$ cat src/clk_gate_pkg.sv
/*
  Constants and carrier types for the output control and lock-detect gating block.
  Assumes an 8-bit register port with a 10-bit address, and a single 100 MHz core clock.
*/
`default_nettype none

package clk_gate_pkg;

  // ==========================================================
  // sizes
  localparam int ADDR_W = 10;
  localparam int DATA_W = 8;
  localparam int NUM_OUT = 12;
  localparam int NUM_CTRL = 6;
  localparam int NUM_LOW_GATE = 8;
  localparam int NUM_HIGH_GATE = 4;
  localparam int SYNC_STAGES = 2;
  localparam int CLK_PERIOD_NS = 10;

  // ==========================================================
  // register offsets
  localparam logic [9:0] OUT6_CTRL_OFS = 10'h0F6;
  localparam logic [9:0] CLOCK_OUTPUT_SEVEN_CTRL_OFS = 10'h0F7;
  localparam logic [9:0] OUT8_CTRL_OFS = 10'h0F8;
  localparam logic [9:0] OUT9_CTRL_OFS = 10'h0F9;
  localparam logic [9:0] OUT10_CTRL_OFS = 10'h0FA;
  localparam logic [9:0] CLOCK_OUTPUT_ELEVEN_CTRL_OFS = 10'h0FB;
  localparam logic [9:0] GATE_LOW_OFS = 10'h0FC;
  localparam logic [9:0] GATE_HIGH_OFS = 10'h0FD;
  localparam logic [9:0] STAT_LOCK_OFS = 10'h3F0;
  localparam logic [9:0] STAT_EN_LOW_OFS = 10'h3F1;
  localparam logic [9:0] STAT_EN_HIGH_OFS = 10'h3F2;
  localparam logic [9:0] STAT_GATED_LOW_OFS = 10'h3F3;
  localparam logic [9:0] STAT_GATED_HIGH_OFS = 10'h3F4;

  // ==========================================================
  // field positions of an output control byte
  localparam int FMT_BIT = 7;
  localparam int CMOS_MSB = 6;
  localparam int CMOS_LSB = 5;
  localparam int POL_MSB = 4;
  localparam int POL_LSB = 3;
  localparam int SWING_MSB = 2;
  localparam int SWING_LSB = 1;
  localparam int PECL_PD_BIT = 0;
  localparam int LOCK_STAT_BIT = 0;

  // ==========================================================
  // reset values and masks
  localparam logic [7:0] OUT_CTRL_RESET = 8'h64;
  localparam logic [7:0] GATE_LOW_RESET = 8'h00;
  localparam logic [7:0] GATE_HIGH_RESET = 8'h00;
  localparam logic [7:0] GATE_HIGH_MASK = 8'h0F;
  localparam logic [7:0] READ_ZERO = 8'h00;

  // ==========================================================
  // output control byte, msb first as laid out in the register
  typedef struct packed {
    logic fmt_cmos;
    logic [1:0] cmos_cfg;
    logic [1:0] polarity;
    logic [1:0] swing;
    logic pecl_pd;
  } out_ctrl_t;

  // register port request
  typedef struct packed {
    logic [9:0] addr;
    logic [7:0] wr_data;
    logic wr_stb;
    logic rd_stb;
  } reg_req_t;

endpackage

`default_nettype wire

$ cat src/output_gate_cell.sv
/*
  Combinational power-down gating of a group of clock outputs by the lock detect level.
  Assumes the caller supplies the gate mask and the other power-down causes; no clock here.
*/
`default_nettype none

module output_gate_cell #(
  parameter int N = 12
) (
  input wire logic [N-1:0] gate_enable,
  input wire logic lock_detect_gate_signal,
  input wire logic [N-1:0] power_down,
  output logic [N-1:0] gated_off,
  output logic [N-1:0] output_enable
);

  // ==========================================================
  // gating
  // a gated output drops as soon as lock falls, with no clock in the path
  assign gated_off = gate_enable & {N{~lock_detect_gate_signal}};
  // clear gate bit leaves only the other settings in charge
  assign output_enable = ~power_down & ~gated_off;

endmodule // output_gate_cell

`default_nettype wire

$ cat src/output_lock_detect_gating.sv
/*
  Control registers of outputs six to eleven and lock-detect gating of all twelve outputs.
  Assumes a same-clock register master that never issues a read and write together, and
  that the lock detect level arrives asynchronously from the lock detector.
*/
// Function
// - outputs six to eleven: 8-bit control, output-zero layout
// - gate bit clear: output ignores lock level
// - gate bit set: lock low powers down asynchronously
// - high gate bits three to zero gate eight-eleven
`default_nettype none

module output_lock_detect_gating (
  input wire logic core_clk,
  input wire logic rst_b,
  input wire clk_gate_pkg::reg_req_t reg_req,
  output logic [7:0] reg_rd_data,
  input wire logic lock_detect_gate_signal,
  input wire logic [5:0] low_power_down,
  output clk_gate_pkg::out_ctrl_t [5:0] high_out_ctrl,
  output logic [11:0] clock_output_enable
);

  import clk_gate_pkg::*;

  // ==========================================================
  // decode helpers
  // index of an output control register, or NUM_CTRL when not one
  function automatic logic [2:0] ctrl_index(input logic [9:0] addr);
    logic [2:0] idx;
    idx = 3'(NUM_CTRL);
    unique case (addr)
      OUT6_CTRL_OFS: idx = 3'h0;
      CLOCK_OUTPUT_SEVEN_CTRL_OFS: idx = 3'h1;
      OUT8_CTRL_OFS: idx = 3'h2;
      OUT9_CTRL_OFS: idx = 3'h3;
      OUT10_CTRL_OFS: idx = 3'h4;
      CLOCK_OUTPUT_ELEVEN_CTRL_OFS: idx = 3'h5;
      default: idx = 3'(NUM_CTRL);
    endcase
    return idx;
  endfunction

  // true when the index names a real control register
  function automatic logic ctrl_hit(input logic [2:0] idx);
    return idx < 3'(NUM_CTRL);
  endfunction

  // ==========================================================
  // state
  logic [7:0] ctrl_reg [NUM_CTRL];
  logic [7:0] ctrl_next [NUM_CTRL];
  logic [7:0] gate_low_reg;
  logic [7:0] gate_low_next;
  logic [7:0] gate_high_reg;
  logic [7:0] gate_high_next;
  logic lock_sync1_reg;
  logic lock_sync2_reg;
  logic [7:0] rd_data_reg;
  logic [7:0] rd_data_next;

  logic [2:0] wr_idx;
  logic [2:0] rd_idx;
  logic [11:0] gate_mask;
  logic [11:0] other_pd;
  logic [11:0] live_gated_off;
  logic [11:0] stat_enable;
  logic [11:0] stat_gated_off;

  assign wr_idx = ctrl_index(reg_req.addr);
  assign rd_idx = ctrl_index(reg_req.addr);

  // ==========================================================
  // control and gate register writes
  always_comb begin
    for (int i = 0; i < NUM_CTRL; i++) begin
      ctrl_next[i] = ctrl_reg[i];
    end
    gate_low_next = gate_low_reg;
    gate_high_next = gate_high_reg;
    if (reg_req.wr_stb) begin
      if (ctrl_hit(wr_idx)) begin
        ctrl_next[wr_idx] = reg_req.wr_data;
      end
      if (reg_req.addr == GATE_LOW_OFS) begin
        gate_low_next = reg_req.wr_data;
      end
      // upper nibble has no storage, so writes there are dropped
      if (reg_req.addr == GATE_HIGH_OFS) begin
        gate_high_next = reg_req.wr_data & GATE_HIGH_MASK;
      end
    end
  end

  always_ff @(posedge core_clk or negedge rst_b) begin
    if (!rst_b) begin
      for (int i = 0; i < NUM_CTRL; i++) begin
        ctrl_reg[i] <= OUT_CTRL_RESET;
      end
      gate_low_reg <= GATE_LOW_RESET;
      gate_high_reg <= GATE_HIGH_RESET;
    end else begin
      for (int i = 0; i < NUM_CTRL; i++) begin
        ctrl_reg[i] <= ctrl_next[i];
      end
      gate_low_reg <= gate_low_next;
      gate_high_reg <= gate_high_next;
    end
  end

  // ==========================================================
  // control bytes to the output drivers
  always_comb begin
    for (int i = 0; i < NUM_CTRL; i++) begin
      high_out_ctrl[i] = out_ctrl_t'(ctrl_reg[i]);
    end
  end

  // ==========================================================
  // gating of all twelve outputs
  // bit i of the combined mask gates output i
  assign gate_mask = {gate_high_reg[NUM_HIGH_GATE-1:0], gate_low_reg};

  // outputs six to eleven also power down through their own bit
  always_comb begin
    other_pd[5:0] = low_power_down;
    for (int i = 0; i < NUM_CTRL; i++) begin
      other_pd[NUM_CTRL+i] = ctrl_reg[i][PECL_PD_BIT];
    end
  end

  // live path takes the raw pin: power-down must not wait for a clock
  output_gate_cell #(
    .N(NUM_OUT)
  ) live_gate (
    .gate_enable(gate_mask),
    .lock_detect_gate_signal(lock_detect_gate_signal),
    .power_down(other_pd),
    .gated_off(live_gated_off),
    .output_enable(clock_output_enable)
  );

  // ==========================================================
  // lock level synchroniser for readback only
  always_ff @(posedge core_clk or negedge rst_b) begin
    if (!rst_b) begin
      lock_sync1_reg <= 1'b0;
      lock_sync2_reg <= 1'b0;
    end else begin
      lock_sync1_reg <= lock_detect_gate_signal;
      lock_sync2_reg <= lock_sync1_reg;
    end
  end

  // status copy from the synchronised level; lags the live path by two clocks
  output_gate_cell #(
    .N(NUM_OUT)
  ) stat_gate (
    .gate_enable(gate_mask),
    .lock_detect_gate_signal(lock_sync2_reg),
    .power_down(other_pd),
    .gated_off(stat_gated_off),
    .output_enable(stat_enable)
  );

  // ==========================================================
  // readback
  // unmapped addresses and idle cycles return zero
  always_comb begin
    rd_data_next = READ_ZERO;
    if (reg_req.rd_stb) begin
      if (ctrl_hit(rd_idx)) begin
        rd_data_next = ctrl_reg[rd_idx];
      end else begin
        unique case (reg_req.addr)
          GATE_LOW_OFS: rd_data_next = gate_low_reg;
          GATE_HIGH_OFS: rd_data_next = gate_high_reg & GATE_HIGH_MASK;
          STAT_LOCK_OFS: rd_data_next = {7'h00, lock_sync2_reg};
          STAT_EN_LOW_OFS: rd_data_next = stat_enable[7:0];
          STAT_EN_HIGH_OFS: rd_data_next = {4'h0, stat_enable[11:8]};
          STAT_GATED_LOW_OFS: rd_data_next = stat_gated_off[7:0];
          STAT_GATED_HIGH_OFS: rd_data_next = {4'h0, stat_gated_off[11:8]};
          default: rd_data_next = READ_ZERO;
        endcase
      end
    end
  end

  always_ff @(posedge core_clk or negedge rst_b) begin
    if (!rst_b) begin
      rd_data_reg <= READ_ZERO;
    end else begin
      rd_data_reg <= rd_data_next;
    end
  end

  assign reg_rd_data = rd_data_reg;

endmodule // output_lock_detect_gating

`default_nettype wire

$ cat config.mk
export PLATFORM = sky130hd
export DESIGN_NAME = output_lock_detect_gating
export DESIGN_NICKNAME = d
export VERILOG_FILES = /design/src/clk_gate_pkg.sv /design/src/output_gate_cell.sv /design/src/output_lock_detect_gating.sv
export SDC_FILE = /design/constraint.sdc
export NUM_CORES = 1
export LEC_CHECK = 0
export ABC_AREA = 1
export BUFFER_PORTS_ARGS = -buffer_cell sky130_fd_sc_hd__buf_4
export CORE_UTILIZATION = 49
export CTS_CLUSTER_SIZE = 25
export DETAILED_ROUTE_END_ITERATION = 7
export HOLD_SLACK_MARGIN = 0.1
export PLACE_DENSITY_LB_ADDON = 0.15
export SLEW_MARGIN = 20
export SYNTH_ARGS = -nofsm -noshare
export SYNTH_HDL_FRONTEND = slang
export SYNTH_SLANG_ARGS = --single-unit
$ cat constraint.sdc
create_clock -name core_clk -period 1.5 [get_ports core_clk]
set_clock_uncertainty 0.1 [all_clocks]
set_input_delay 0.3 -clock core_clk [delete_from_list [all_inputs] [get_ports core_clk]]
set_output_delay 0.3 -clock core_clk [all_outputs]
set_load 0.02 [all_outputs]
==> results of run 1 <==
-- stage by stage --
stage	setup TNS [ns]	util	area (µm²)
floorplan	-14.31	-	4099
global placement	-23.49	0.6763	5280
detailed placement	-24.96	0.6763	5280
CTS	-1.291	0.7324	5718
global route	-6.833	0.7893	6162
finish	-2.603	0.7893	6162
-- synth_stat cells (2+ instances only) --
master	n	area [µm²]
nand2_1	159	596.8
dfrtp_1	52	1301
nand3_1	40	200.2
inv_1	38	142.6
o21ai_1	37	185.2
nand4_1	34	212.7
a21oi_1	30	150.1
nor2_1	19	71.32
dfstp_2	18	473.0
o21ai_0	14	70.07
buf_6	12	135.1
o21ai_2	12	105.1
clkbuf_1	6	22.52
inv_2	5	18.77
nor2_4	5	56.30
or2_1	5	31.28
nand3_2	4	40.04
a21boi_0	3	22.52
nor2_2	3	18.77
buf_2	2	10.01
buf_4	2	15.01
nand4_2	2	25.02
nand4_4	2	42.54
-- power by group through the flow --
stage | Clock (mW) | Sequential (mW) | Combinational (mW)
2_1_floorplan | 0 | 1.94 | 0.133
3_3_place_gp | 0 | 1.94 | 0.370
3_5_place_dp | 0 | 1.94 | 0.373
4_1_cts | 1.79 | 1.90 | 0.393
5_1_grt | 1.87 | 1.90 | 0.462
6_report | 1.80 | 1.90 | 0.436
-- repair_timing --
action | 4_1_cts | 5_1_grt
cloned | 3 | 9
buffers inserted | 9 | 26
hold buffers | 2 | 0
gates resized for setup | 36 | 69
endpoints found under the setup margin | 56 | 68
pin swaps | 19 | 27
endpoints found under the hold margin | 21 | 0
-- path summary, 6_finish.rpt --
check | start | to | slack (ns) | cells after the start
min reg2reg | lock_sync1_reg$_DFF_PN0_ | lock_sync2_reg$_DFF_PN0_ | 0.27 | 0
min in group asynchronous | rst_b | high_out_ctrl[23]$_DFFE_PN0P_ | 0.33 | 2
max | reg_req[14] | reg_rd_data[7]$_DFF_PN0_ | -0.16 | 11
min | reg_req[0] | reg_rd_data[0]$_DFF_PN0_ | 0.13 | 3
max in group asynchronous | rst_b | high_out_ctrl[45]$_DFFE_PN1P_ | 0.36 | 3
max reg2reg | lock_sync2_reg$_DFF_PN0_ | reg_rd_data[2]$_DFF_PN0_ | 0.01 | 10
-- cell families after synthesis --
logic type,Yosys count
AOI/OAI and AO/OA,97
and+or+nand+nor,276
DFF,70
buffers and inverters,67
-- critical path, cell delays in order --
cell	delay, ns
buf_8	0.07
nand2_4	0.05
nor2_4	0.17
clkbuf_16	0.19
buf_8	0.11
nand4_2	0.22
buf_4	0.27
nand4_1	0.10
nand3_1	0.13
nand3_1	0.11
a21oi_2	0.06
-- placed cells by master (no fill, tap or decap), types with 5 or more instances in the layout --
cell type and n:
inv_2 6, nor2_1 12, nand3_4 6, nor2_2 7, o21ai_1 32, o21ai_0 14
clkbuf_8 10, buf_4 169, nand2_2 37, nand2_1 118, nor2_4 9, dfrtp_2 7
dfrtp_1 45, o21ai_2 17, inv_1 35, dfstp_2 18, or2_4 10, a21oi_1 18
nand3_1 35, nand3_2 5, nand4_1 34, a21oi_2 12, buf_6 7
-- per-layer routing --
metal | vias to the layer above | part of all wire | track usage
li1 | 2103 | - | -
met1 | 2157 | 0.40 | 0.4460
met2 | 278 | 0.48 | 0.5299
met3 | 65 | 0.075 | 0.05887
met4 | 0 | 0.041 | 0.1198
met5 | - | 0 | 0
-- layout make-up --
cell class / instances / area, µm² / share of cell area
timing repair buffer: 187 / 1533 / 0.2487
tap: 102 / 127.6 / 0.02071
sequential: 70 / 1783 / 0.2893
clock buffer: 10 / 137.6 / 0.02234
multi-input combinational: 384 / 2316 / 0.3758
clock inverter: 6 / 92.59 / 0.01503
inverter: 44 / 172.7 / 0.02802
==> out/qor_table.md, run 1 <==
| Quantity | This run |
| --- | --- |
| Vias per cell | 5.732 |
| Overall global routing resource usage | 0.3299 |
| Average size of a mapped cell | 7.807 µm² |
| EDFF count, synth | 0 |
| Run status | finished, violations left |
| Count of distinct cell types in the synthesized netlist | 29 |
| Share of synthesized cell area in full adder, half adder and majority cells | 0 |
| Worst-path maximum fanout | 9 |
| Clock period minus final worst setup slack | 1.656 ns |
| Share of the clock period used by the worst path | 1.104 |
| Synthesized-area fraction occupied by ao, oa, aoi and oai cells | 0.1361 |
| Most frequently used flop master after synthesis | dfrtp_1 |
| Share of layout cells above drive strength 1 | 0.5021 |
| Maximum clock frequency | 603.7 MHz |
| Number of flip-flops in the largest register | 48 |
| Share of power burned in combinational logic | 0.105 |
| Number of hold-slack violations in the final timing report | 0 |
| Net Count, Synth | 539 |
| Failing checks | negative setup slack |
| Critical path class | in -> reg |
| Summed instance area of the synthesized netlist | 3981 µm² |
| RePlAce Congestion | 1.051 |
| Count of TritonRoute iterations in the first routing pass | 5 |
| Critical path required time | 1.65 ns |
| Residual DRC count | 0 |
| Area delta synth->final | 54.78% |
| Number of H-tree levels | 3 |
| Nets | 725 |
| Cell-internal power | 3.066 mW |
| Layout filler cell count | 557 |
| Sw power | 1.068 mW |
| Max-slew violation count | 0 |
| Xor-xnor portion of the synthesized cell area | 0 |
| Clk buf depth | 2 |
| Die boundary width | 92.14 µm |
| Number of vias after detailed routing | 4603 |
| Number of warnings printed during yosys synthesis | 0 |
| Residual antenna-violating net count after detailed routing | 0 |
| Sequential fraction of design power | 0.460 |
| Routed wire length | 15.16 mm |
| DP Worst Slack | -0.5055 ns |
| Setup repair after global routing missed its margin | true |
| Switching share of power | 0.2584 |
| Leakage power total | 2.930 nW |
| Worst slew pin tran | 0.5063 ns |
| Synthesized instance count | 510 |
| Count of buffers from port buffering | 96 |
| Initial antenna violation count | 0 |
| #FFs+latches synth | 70 |
| Clock Latency Late Sink | 0.36 ns |
| Effective utilization at floorplan | 0.5099 |
| Worst hold slack after final layout | 0.1290 ns |
| Initial drt markers | 312 |
| Final std cells w/o fill | 803 |
| Antenna fix cells | 0 |
| Number of violations of the max-capacitance limit | 0 |
| Die Ht | 92.14 µm |
| Fraction of the mapped netlist area in simple logic gates | 0.3300 |
| CTS buffer count | 9 |
| Die Footprint | 8490 µm² |
| Worst slew margin | 0.6621 |
| Estimated wirelength of the detail-placed design | 9.740 mm |
| Number of primary I/O pins | 97 |
| Number of global-route vias before repair | 4000 |
| Fraction of registers with async set or reset after synthesis | 1.000 |
| Post-layout total power | 4.134 mW |
| Combinational family with the most area after synthesis | simple AND/OR/NAND/NOR gates |
| CTS root buf | clkbuf_8 |
| Post-detailed-route wirelength per cell | 18.87 µm |
| Data arrival at the endpoint of the critical path | 1.80 ns |
| Worst setup margin | -0.1565 ns |
| Maximum number of pins on one net before global-route repair | 30 |
| Mux share of post-synthesis cell area | 0 |
| # setup viols final | 50 |
| Clock Pin Slew Worst Setup and Hold Paths | 0.08 ns |
| Number of standard-cell rows in the floorplan | 32 |
| Sequential fraction of the synthesis area | 0.4456 |
| Critical Path Sink Type | flip-flop |
| Class of the tightest hold or removal check | in -> reg |
| Placed cells | 745 |
| CTS Sinks | 70 |
| Share of power burned in the clock network | 0.434 |
| Maximum VDD drop | 0.0005958 V |
| Remaining global-route overflow | 0 |
| Wire length of the first global-routing pass | 21.13 mm |
| Critical Path Start Type | input pin |
| Placeable Area | 7807 µm² |
| TritonCTS clock tree | yes |
| Power density over the cells | 670.9 nW/µm² |
No activity file was read; power rests on OpenSTA's default activity.
==> run 2: changes to the inputs <==
--- a/config.mk
+++ b/config.mk
@@ -7,11 +7,13 @@
 export LEC_CHECK = 0
 export ABC_AREA = 1
 export BUFFER_PORTS_ARGS = -buffer_cell sky130_fd_sc_hd__buf_4
-export CORE_UTILIZATION = 49
+export CORE_UTILIZATION = 50
+export CTS_BUF_LIST = sky130_fd_sc_hd__clkbuf_8
 export CTS_CLUSTER_SIZE = 25
 export DETAILED_ROUTE_END_ITERATION = 7
 export HOLD_SLACK_MARGIN = 0.1
 export PLACE_DENSITY_LB_ADDON = 0.15
+export SKIP_LAST_GASP = 1
 export SLEW_MARGIN = 20
 export SYNTH_ARGS = -nofsm -noshare
 export SYNTH_HDL_FRONTEND = slang
==> run 2 against run 1 <==
The flow still finishes with violations (negative setup slack). Wire length decreased by 5.2%. Sequential cell count unchanged. Count of clock-buffer cells in the layout decreased by 1. Final cell count decreased by 1.0%. Maximum frequency increased by 2.5%. Utilization decreased by 1.1 points. Combinational power decreased by 3%. Critical path type unchanged.
==> out/qor_table.md, run 2 (synthesis gave the netlist of run 1 again) <==
| Quantity | This run | vs previous |
| --- | --- | --- |
| Run status | finished, violations left |  |
| Failing checks | negative setup slack |  |
| Count of TritonRoute iterations in the first routing pass | 6 | +1 |
| # setup viols final | 51 | +2.0% |
| Worst slew margin | 0.6577 | -0.004374 |
| Layout filler cell count | 543 | -2.5% |
| Maximum VDD drop | 0.0006887 V | +16% |
| Class of the tightest hold or removal check | in -> reg |  |
| Worst slew pin tran | 0.5128 ns | +0.006554 ns |
| Wire length of the first global-routing pass | 20.88 mm | -1.2% |
| Max-slew violation count | 0 | unchanged |
| Highest-count cells in the layout ignoring fill and taps | buf_4, nand2_1, dfrtp_1 |  |
| Worst-path maximum fanout | 9 | unchanged |
| Initial drt markers | 418 | +34% |
| Post-detailed-route wirelength per cell | 18.06 µm | -4.3% |
| Residual DRC count | 0 | unchanged |
| Commonest non-fill, non-tap cell in the layout | buf_4 |  |
| Estimated wirelength of the detail-placed design | 9.488 mm | -2.6% |
| Routed wire length | 14.36 mm | -5.2% |
| Leakage power total | 2.889 nW | -1.4% |
| Critical Path Sink Type | flip-flop |  |
| Maximum clock frequency | 618.8 MHz | +2.5% |
| Die boundary width | 91.24 µm | -0.98% |
| Cell class contributing the biggest share of worst-path delay | simple AND/OR/NAND/NOR gates |  |
| TritonCTS clock tree | yes |  |
| CTS root buf | clkbuf_8 |  |
| Clock Pin Slew Worst Setup and Hold Paths | 0.09 ns | about the same |
| Setup repair after global routing missed its margin | true |  |
| Clock period minus final worst setup slack | 1.616 ns | -0.04036 ns |
| Number of standard-cell rows in the floorplan | 32 | unchanged |
| Count of buffers from port buffering | 96 | unchanged |
| Overall global routing resource usage | 0.3284 | -0.001441 |
| Area delta synth->final | 51.13% |  |
| RePlAce Congestion | 0.9346 | -11% |
| Number of hold-slack violations in the final timing report | 0 | unchanged |
| Power density over the cells | 669.4 nW/µm² | -0.22% |
| Maximum number of pins on one net before global-route repair | 29 | -3.3% |
| Clk buf depth | 2 | unchanged |
| DP Worst Slack | -0.4926 ns | +0.01294 ns |
| Worst hold slack after final layout | 0.1438 ns | +0.01482 ns |
| Worst path buffer plus inverter count | 4 | unchanged |
| Number of flip-flops in the largest register | 48 | unchanged |
| Number of violations of the max-capacitance limit | 0 | unchanged |
| Critical Path Max Stage Delay | 0.27 ns | about the same |
| Clock Latency Late Sink | 0.36 ns | about the same |
| Critical path class | in -> reg |  |
| CTS buffer count | 9 | unchanged |
| Worst setup margin | -0.1161 ns | +0.04036 ns |
| Vias per cell | 5.698 | -0.60% |
| Number of vias after detailed routing | 4530 | -1.6% |
| Critical Path Start Type | input pin |  |
| Data arrival at the endpoint of the critical path | 1.75 ns | -0.05 ns |
| Worst path slowest cell | buf_4 |  |
| Effective utilization at floorplan | 0.5152 | +0.005284 |
| Nets | 717 | -1.1% |
| Antenna fix cells | 0 | unchanged |
| Share of layout cells above drive strength 1 | 0.4791 | -0.02306 |
| Placeable Area | 7727 µm² | -1.0% |
| Residual antenna-violating net count after detailed routing | 0 | unchanged |
| Number of global-route vias before repair | 4113 | +2.8% |
| Die Ht | 91.24 µm | -0.98% |
| Remaining global-route overflow | 0 | unchanged |
| Post-layout total power | 4.028 mW | -2.6% |
| Critical path required time | 1.64 ns | about the same |
| CP cell instances | buf_8 -> nand2_4 -> nor2_4 -> clkbuf_16 -> buf_4 -> nand3_2 -> buf_4 -> nand4_1 -> nand3_1 -> nand3_1 -> a21oi_1 |  |
| CTS Sinks | 70 | unchanged |
| Die Footprint | 8324 µm² | -2.0% |
| Initial antenna violation count | 0 | unchanged |
| Number of primary I/O pins | 97 | unchanged |
| Share of the clock period used by the worst path | 1.077 | -0.02691 |
| Number of H-tree levels | 3 | unchanged |
==> run 2: changes by cell type in the layout (fill, tap and decap cells not counted), moves of 3 or more <==
cell,before,now
nand2_2,37,28
buf_8,4,1
o21ai_2,17,22
nand2_1,118,129
buf_4,169,163
o21ai_1,32,28
==> run 2: final cells by class <==
| class | instances | area, µm² | share of cell area |
|---|---|---|---|
| clock buffers | 9 | 123.9 | 0.02059 |
| clock inverters | 7 | 90.09 | 0.01497 |
| inverters | 44 | 176.4 | 0.02932 |
| multi-input cells | 385 | 2283 | 0.3795 |
| flip-flops and latches | 70 | 1782 | 0.2961 |
| well taps | 102 | 127.6 | 0.02121 |
| repair buffers | 178 | 1434 | 0.2383 |
==> run 2: final timing paths <==
| path | from | depth (start not counted) | slack (ns) | end |
|---|---|---|---|---|
| worst max-delay path | reg_req[14] | 11 | -0.12 | reg_rd_data[7]$_DFF_PN0_ |
| worst min-delay path | reg_req[0] | 3 | 0.14 | reg_rd_data[2]$_DFF_PN0_ |
| worst max register to register | lock_sync2_reg$_DFF_PN0_ | 7 | -0.03 | reg_rd_data[3]$_DFF_PN0_ |
| worst min register to register | lock_sync1_reg$_DFF_PN0_ | 0 | 0.26 | lock_sync2_reg$_DFF_PN0_ |
| max in group asynchronous | rst_b | 3 | 0.48 | high_out_ctrl[21]$_DFFE_PN1P_ |
| min in group asynchronous | rst_b | 2 | 0.28 | lock_sync2_reg$_DFF_PN0_ |
==> run 2: layer usage <==
layer	global-route usage	up-vias	routed length (µm)
met5	0	-	0
met4	0.1481	0	376
met3	0.06449	43	1082
met2	0.5215	259	6989
met1	0.4356	2137	5913
li1	-	2091	-
==> run 2: per-stage QoR <==
step                      area [µm²]  TNS (ns)  instances    util
after floorplan                 4099    -14.31        510       -
final                           6017    -2.653        795  0.7787
after global placement          5290    -22.65        748  0.6846
after global routing            6017    -6.489        795  0.7787
after CTS                       5657   -0.8413        773  0.7320
after detailed placement        5290    -25.75        748  0.6846
==> run 2: repair_timing <==
| action | 4_1_cts | 5_1_grt |
|---|---|---|
| gates cloned | 3 | 10 |
| endpoints found under the setup margin | 56 | 68 |
| pin swaps | 5 | 21 |
| endpoints found under the hold margin | 55 | 0 |
| gates resized for setup | 23 | 66 |
| setup buffers | 4 | 15 |
| hold buffers | 2 | 0 |
==> run 2: worst register-to-register path, delay by kind of cell (launching register included) <==
kind,cells,cell delay (ns)
AO/OA/AOI/OAI,2,0.44
buffers and inverters,1,0.09
flip-flops,1,0.42
AND/OR/NAND/NOR,4,0.40
==> run 2: power by group <==
part           internal [mW]  switching [mW]  total, mW
registers               1.90         0.00759       1.90
logic                  0.174           0.248      0.422
clock network          0.931           0.771       1.70
==> run 3: changes to the inputs <==
--- a/config.mk
+++ b/config.mk
@@ -7,7 +7,8 @@
 export LEC_CHECK = 0
 export ABC_AREA = 1
 export BUFFER_PORTS_ARGS = -buffer_cell sky130_fd_sc_hd__buf_4
-export CORE_UTILIZATION = 50
+export CORE_ASPECT_RATIO = 1.2
+export CORE_UTILIZATION = 40
 export CTS_BUF_LIST = sky130_fd_sc_hd__clkbuf_8
 export CTS_CLUSTER_SIZE = 25
 export DETAILED_ROUTE_END_ITERATION = 7
==> run 3 against run 2 <==
The run still ends with negative setup slack left. Final cell count up 3.4%. Critical path depth rose by 1. Non-clock buffer count rose by 10. Total power grew 1.4%. Cell area rose by 2.8%. Sequential share of layout area fell by 0.86 points. Worst setup slack improved by 0.012 ns. Wire length is 3.1% higher. Critical path type unchanged. Critical endpoint is now high_out_ctrl[16]$_DFFE_PN0P_. Largest power group unchanged.
==> out/qor_table.md, run 3 (synthesis gave the netlist of run 1 again) <==
| Quantity | This run | vs previous |
| --- | --- | --- |
| Layout filler cell count | 858 | +58% |
| Critical Path Start Type | input pin |  |
| Worst-path maximum fanout | 8 | -1 |
| Die boundary width | 93.08 µm | +2.0% |
| Number of flip-flops in the largest register | 48 | unchanged |
| Critical path required time | 1.68 ns | +0.04 ns |
| Wire length of the first global-routing pass | 21.68 mm | +3.8% |
| Vias per cell | 5.364 | -5.9% |
| Cell-internal power | 3.034 mW | +1.1% |
| # setup viols final | 49 | -3.9% |
| Worst slew pin tran | 0.5362 ns | +0.02334 ns |
| Overall global routing resource usage | 0.2781 | -0.05034 |
| Placeable Area | 9613 µm² | +24% |
| Run status | finished, violations left |  |
| Power density over the cells | 660.1 nW/µm² | -1.4% |
| Switching share of power | 0.2567 | +0.001789 |
| CTS Sinks | 70 | unchanged |
| Count of buffers from port buffering | 96 | unchanged |
| Post-layout util | 0.6434 | -0.1353 |
| Effective utilization at floorplan | 0.4142 | -0.1011 |
| Number of violations of the max-capacitance limit | 0 | unchanged |
| Post-route cell area | 6185 µm² | +2.8% |
| Class of the tightest hold or removal check | in -> reg |  |
| Clk buf depth | 2 | unchanged |
| Number of H-tree levels | 3 | unchanged |
| Clock Latency Late Sink | 0.36 ns | about the same |
| Sequential fraction of design power | 0.466 | -0.007 |
| Routed wire length | 14.81 mm | +3.1% |
| Post-layout total power | 4.082 mW | +1.4% |
| Nets | 723 | +0.84% |
| Number of global-route vias before repair | 4129 | +0.39% |
| Clock period minus final worst setup slack | 1.604 ns | -0.01204 ns |
| Estimated wirelength of the detail-placed design | 10.07 mm | +6.1% |
| Number of primary I/O pins | 97 | unchanged |
| Share of layout cells above drive strength 1 | 0.4807 | +0.001610 |
| Cell area after placement | 5291 µm² | about the same |
| Failing checks | negative setup slack |  |
| Share of power burned in the clock network | 0.421 | about the same |
| Worst slew margin | 0.6422 | -0.01558 |
| Number of standard-cell rows in the floorplan | 39 | +22% |
| Maximum clock frequency | 623.4 MHz | +0.75% |
| Critical Path Start | reg_req[17] |  |
| Maximum number of pins on one net before global-route repair | 32 | +10% |
| Residual DRC count | 0 | unchanged |
| CTS root buf | clkbuf_8 |  |
| Maximum VDD drop | 0.0005628 V | -18% |
| Worst setup margin | -0.1041 ns | +0.01204 ns |
| Area delta synth->final | 55.34% |  |
| Worst min-delay path startpoint | reg_req[0] |  |
| Data arrival at the endpoint of the critical path | 1.79 ns | +0.04 ns |
| Number of vias after detailed routing | 4409 | -2.7% |
| Die Footprint | 10360 µm² | +24% |
| Remaining global-route overflow | 0 | unchanged |
| Sw power | 1.048 mW | +2.1% |
| DP Worst Slack | -0.5840 ns | -0.09137 ns |
| Share of power burned in combinational logic | 0.113 | +0.008 |
| Count of TritonRoute iterations in the first routing pass | 5 | -1 |
| Critical path class | in -> reg |  |
| Number of hold-slack violations in the final timing report | 0 | unchanged |
| Residual antenna-violating net count after detailed routing | 0 | unchanged |
| Post-detailed-route wirelength per cell | 18.02 µm | -0.26% |
| Antenna fix cells | 0 | unchanged |
| Final total negative setup slack | -2.458 ns | +0.1955 ns |
| Leakage power total | 3.014 nW | +4.3% |
| Critical Path Sink Type | flip-flop |  |
| Die Ht | 111.3 µm | +22% |
| Setup repair after global routing missed its margin | true |  |
| Initial antenna violation count | 0 | unchanged |
| Clock Pin Slew Worst Setup and Hold Paths | 0.08 ns | about the same |
| Launching point of the worst reg2reg path | lock_sync2_reg$_DFF_PN0_ |  |
| Max-slew violation count | 0 | unchanged |
| Initial drt markers | 278 | -33% |
| RePlAce Congestion | 0.9262 | -0.90% |
| TritonCTS clock tree | yes |  |
| Commonest non-fill, non-tap cell in the layout | buf_4 |  |
| Share of the clock period used by the worst path | 1.069 | -0.008027 |
| Highest-count cells in the layout ignoring fill and taps | buf_4, nand2_1, dfrtp_1 |  |
| CTS buffer count | 9 | unchanged |
run 3: final timing paths:
path                                            endpoint  slack, ns  cells after the start
setup reg to reg                reg_rd_data[3]$_DFF_PN0_       0.01                      9
max in group asynchronous  high_out_ctrl[18]$_DFFE_PN1P_       0.52                      3
hold reg to reg                 lock_sync2_reg$_DFF_PN0_       0.26                      0
setup / recovery           high_out_ctrl[16]$_DFFE_PN0P_      -0.10                     12
hold / removal                  reg_rd_data[1]$_DFF_PN0_       0.13                      3
min in group asynchronous  high_out_ctrl[35]$_DFFE_PN0P_       0.23                      2
run 3: through the flow:
| step | hold slack, ns | instances |
|---|---|---|
| 6_report | 0.1293 | 822 |
| 5_1_grt | 0.1294 | 822 |
| 4_1_cts | 0.1160 | 804 |
| 3_5_place_dp | 0.06845 | 764 |
| 3_3_place_gp | 0.07026 | 764 |
| 2_1_floorplan | -0.09559 | 510 |
run 3: critical path, cell delays in order:
cell	delay, ns
buf_8	0.08
nand2_8	0.04
nor2_4	0.18
buf_12	0.14
nand4_1	0.16
nand2_4	0.14
inv_4	0.03
nand2_2	0.08
nand2_4	0.09
buf_6	0.13
or2_4	0.29
o21ai_1	0.13
run 3: layout make-up:
class | instances | area [µm²] | area share
multi-input cells | 381 | 2296 | 0.3712
flip-flops and latches | 70 | 1778 | 0.2875
repair buffers | 188 | 1564 | 0.2529
inverters | 44 | 172.7 | 0.02792
well taps | 123 | 153.9 | 0.02488
clock buffers | 9 | 123.9 | 0.02003
clock inverters | 7 | 96.34 | 0.01558
run 3: timing repair:
item	CTS	global route
hold buffers	2	0
cloned	3	6
hold endpoints to repair	60	0
resized for setup	34	61
pin swaps	18	13
setup endpoints to repair	67	67
buffers inserted	21	14
run 3: metal layers:
layer	GRT usage	vias to the layer above	share of wire
li1	-	2100	-
met1	0.3501	2135	0.41
met2	0.4779	144	0.52
met3	0.03429	30	0.045
met4	0.1118	0	0.032
met5	0	-	0
run 3: power by group through the flow:
stage | registers, mW | clock network [mW] | logic [mW]
6_report | 1.90 | 1.72 | 0.459
3_5_place_dp | 1.94 | 0 | 0.385
4_1_cts | 1.90 | 1.74 | 0.412
5_1_grt | 1.90 | 1.82 | 0.491
3_3_place_gp | 1.94 | 0 | 0.384
2_1_floorplan | 1.94 | 0 | 0.133
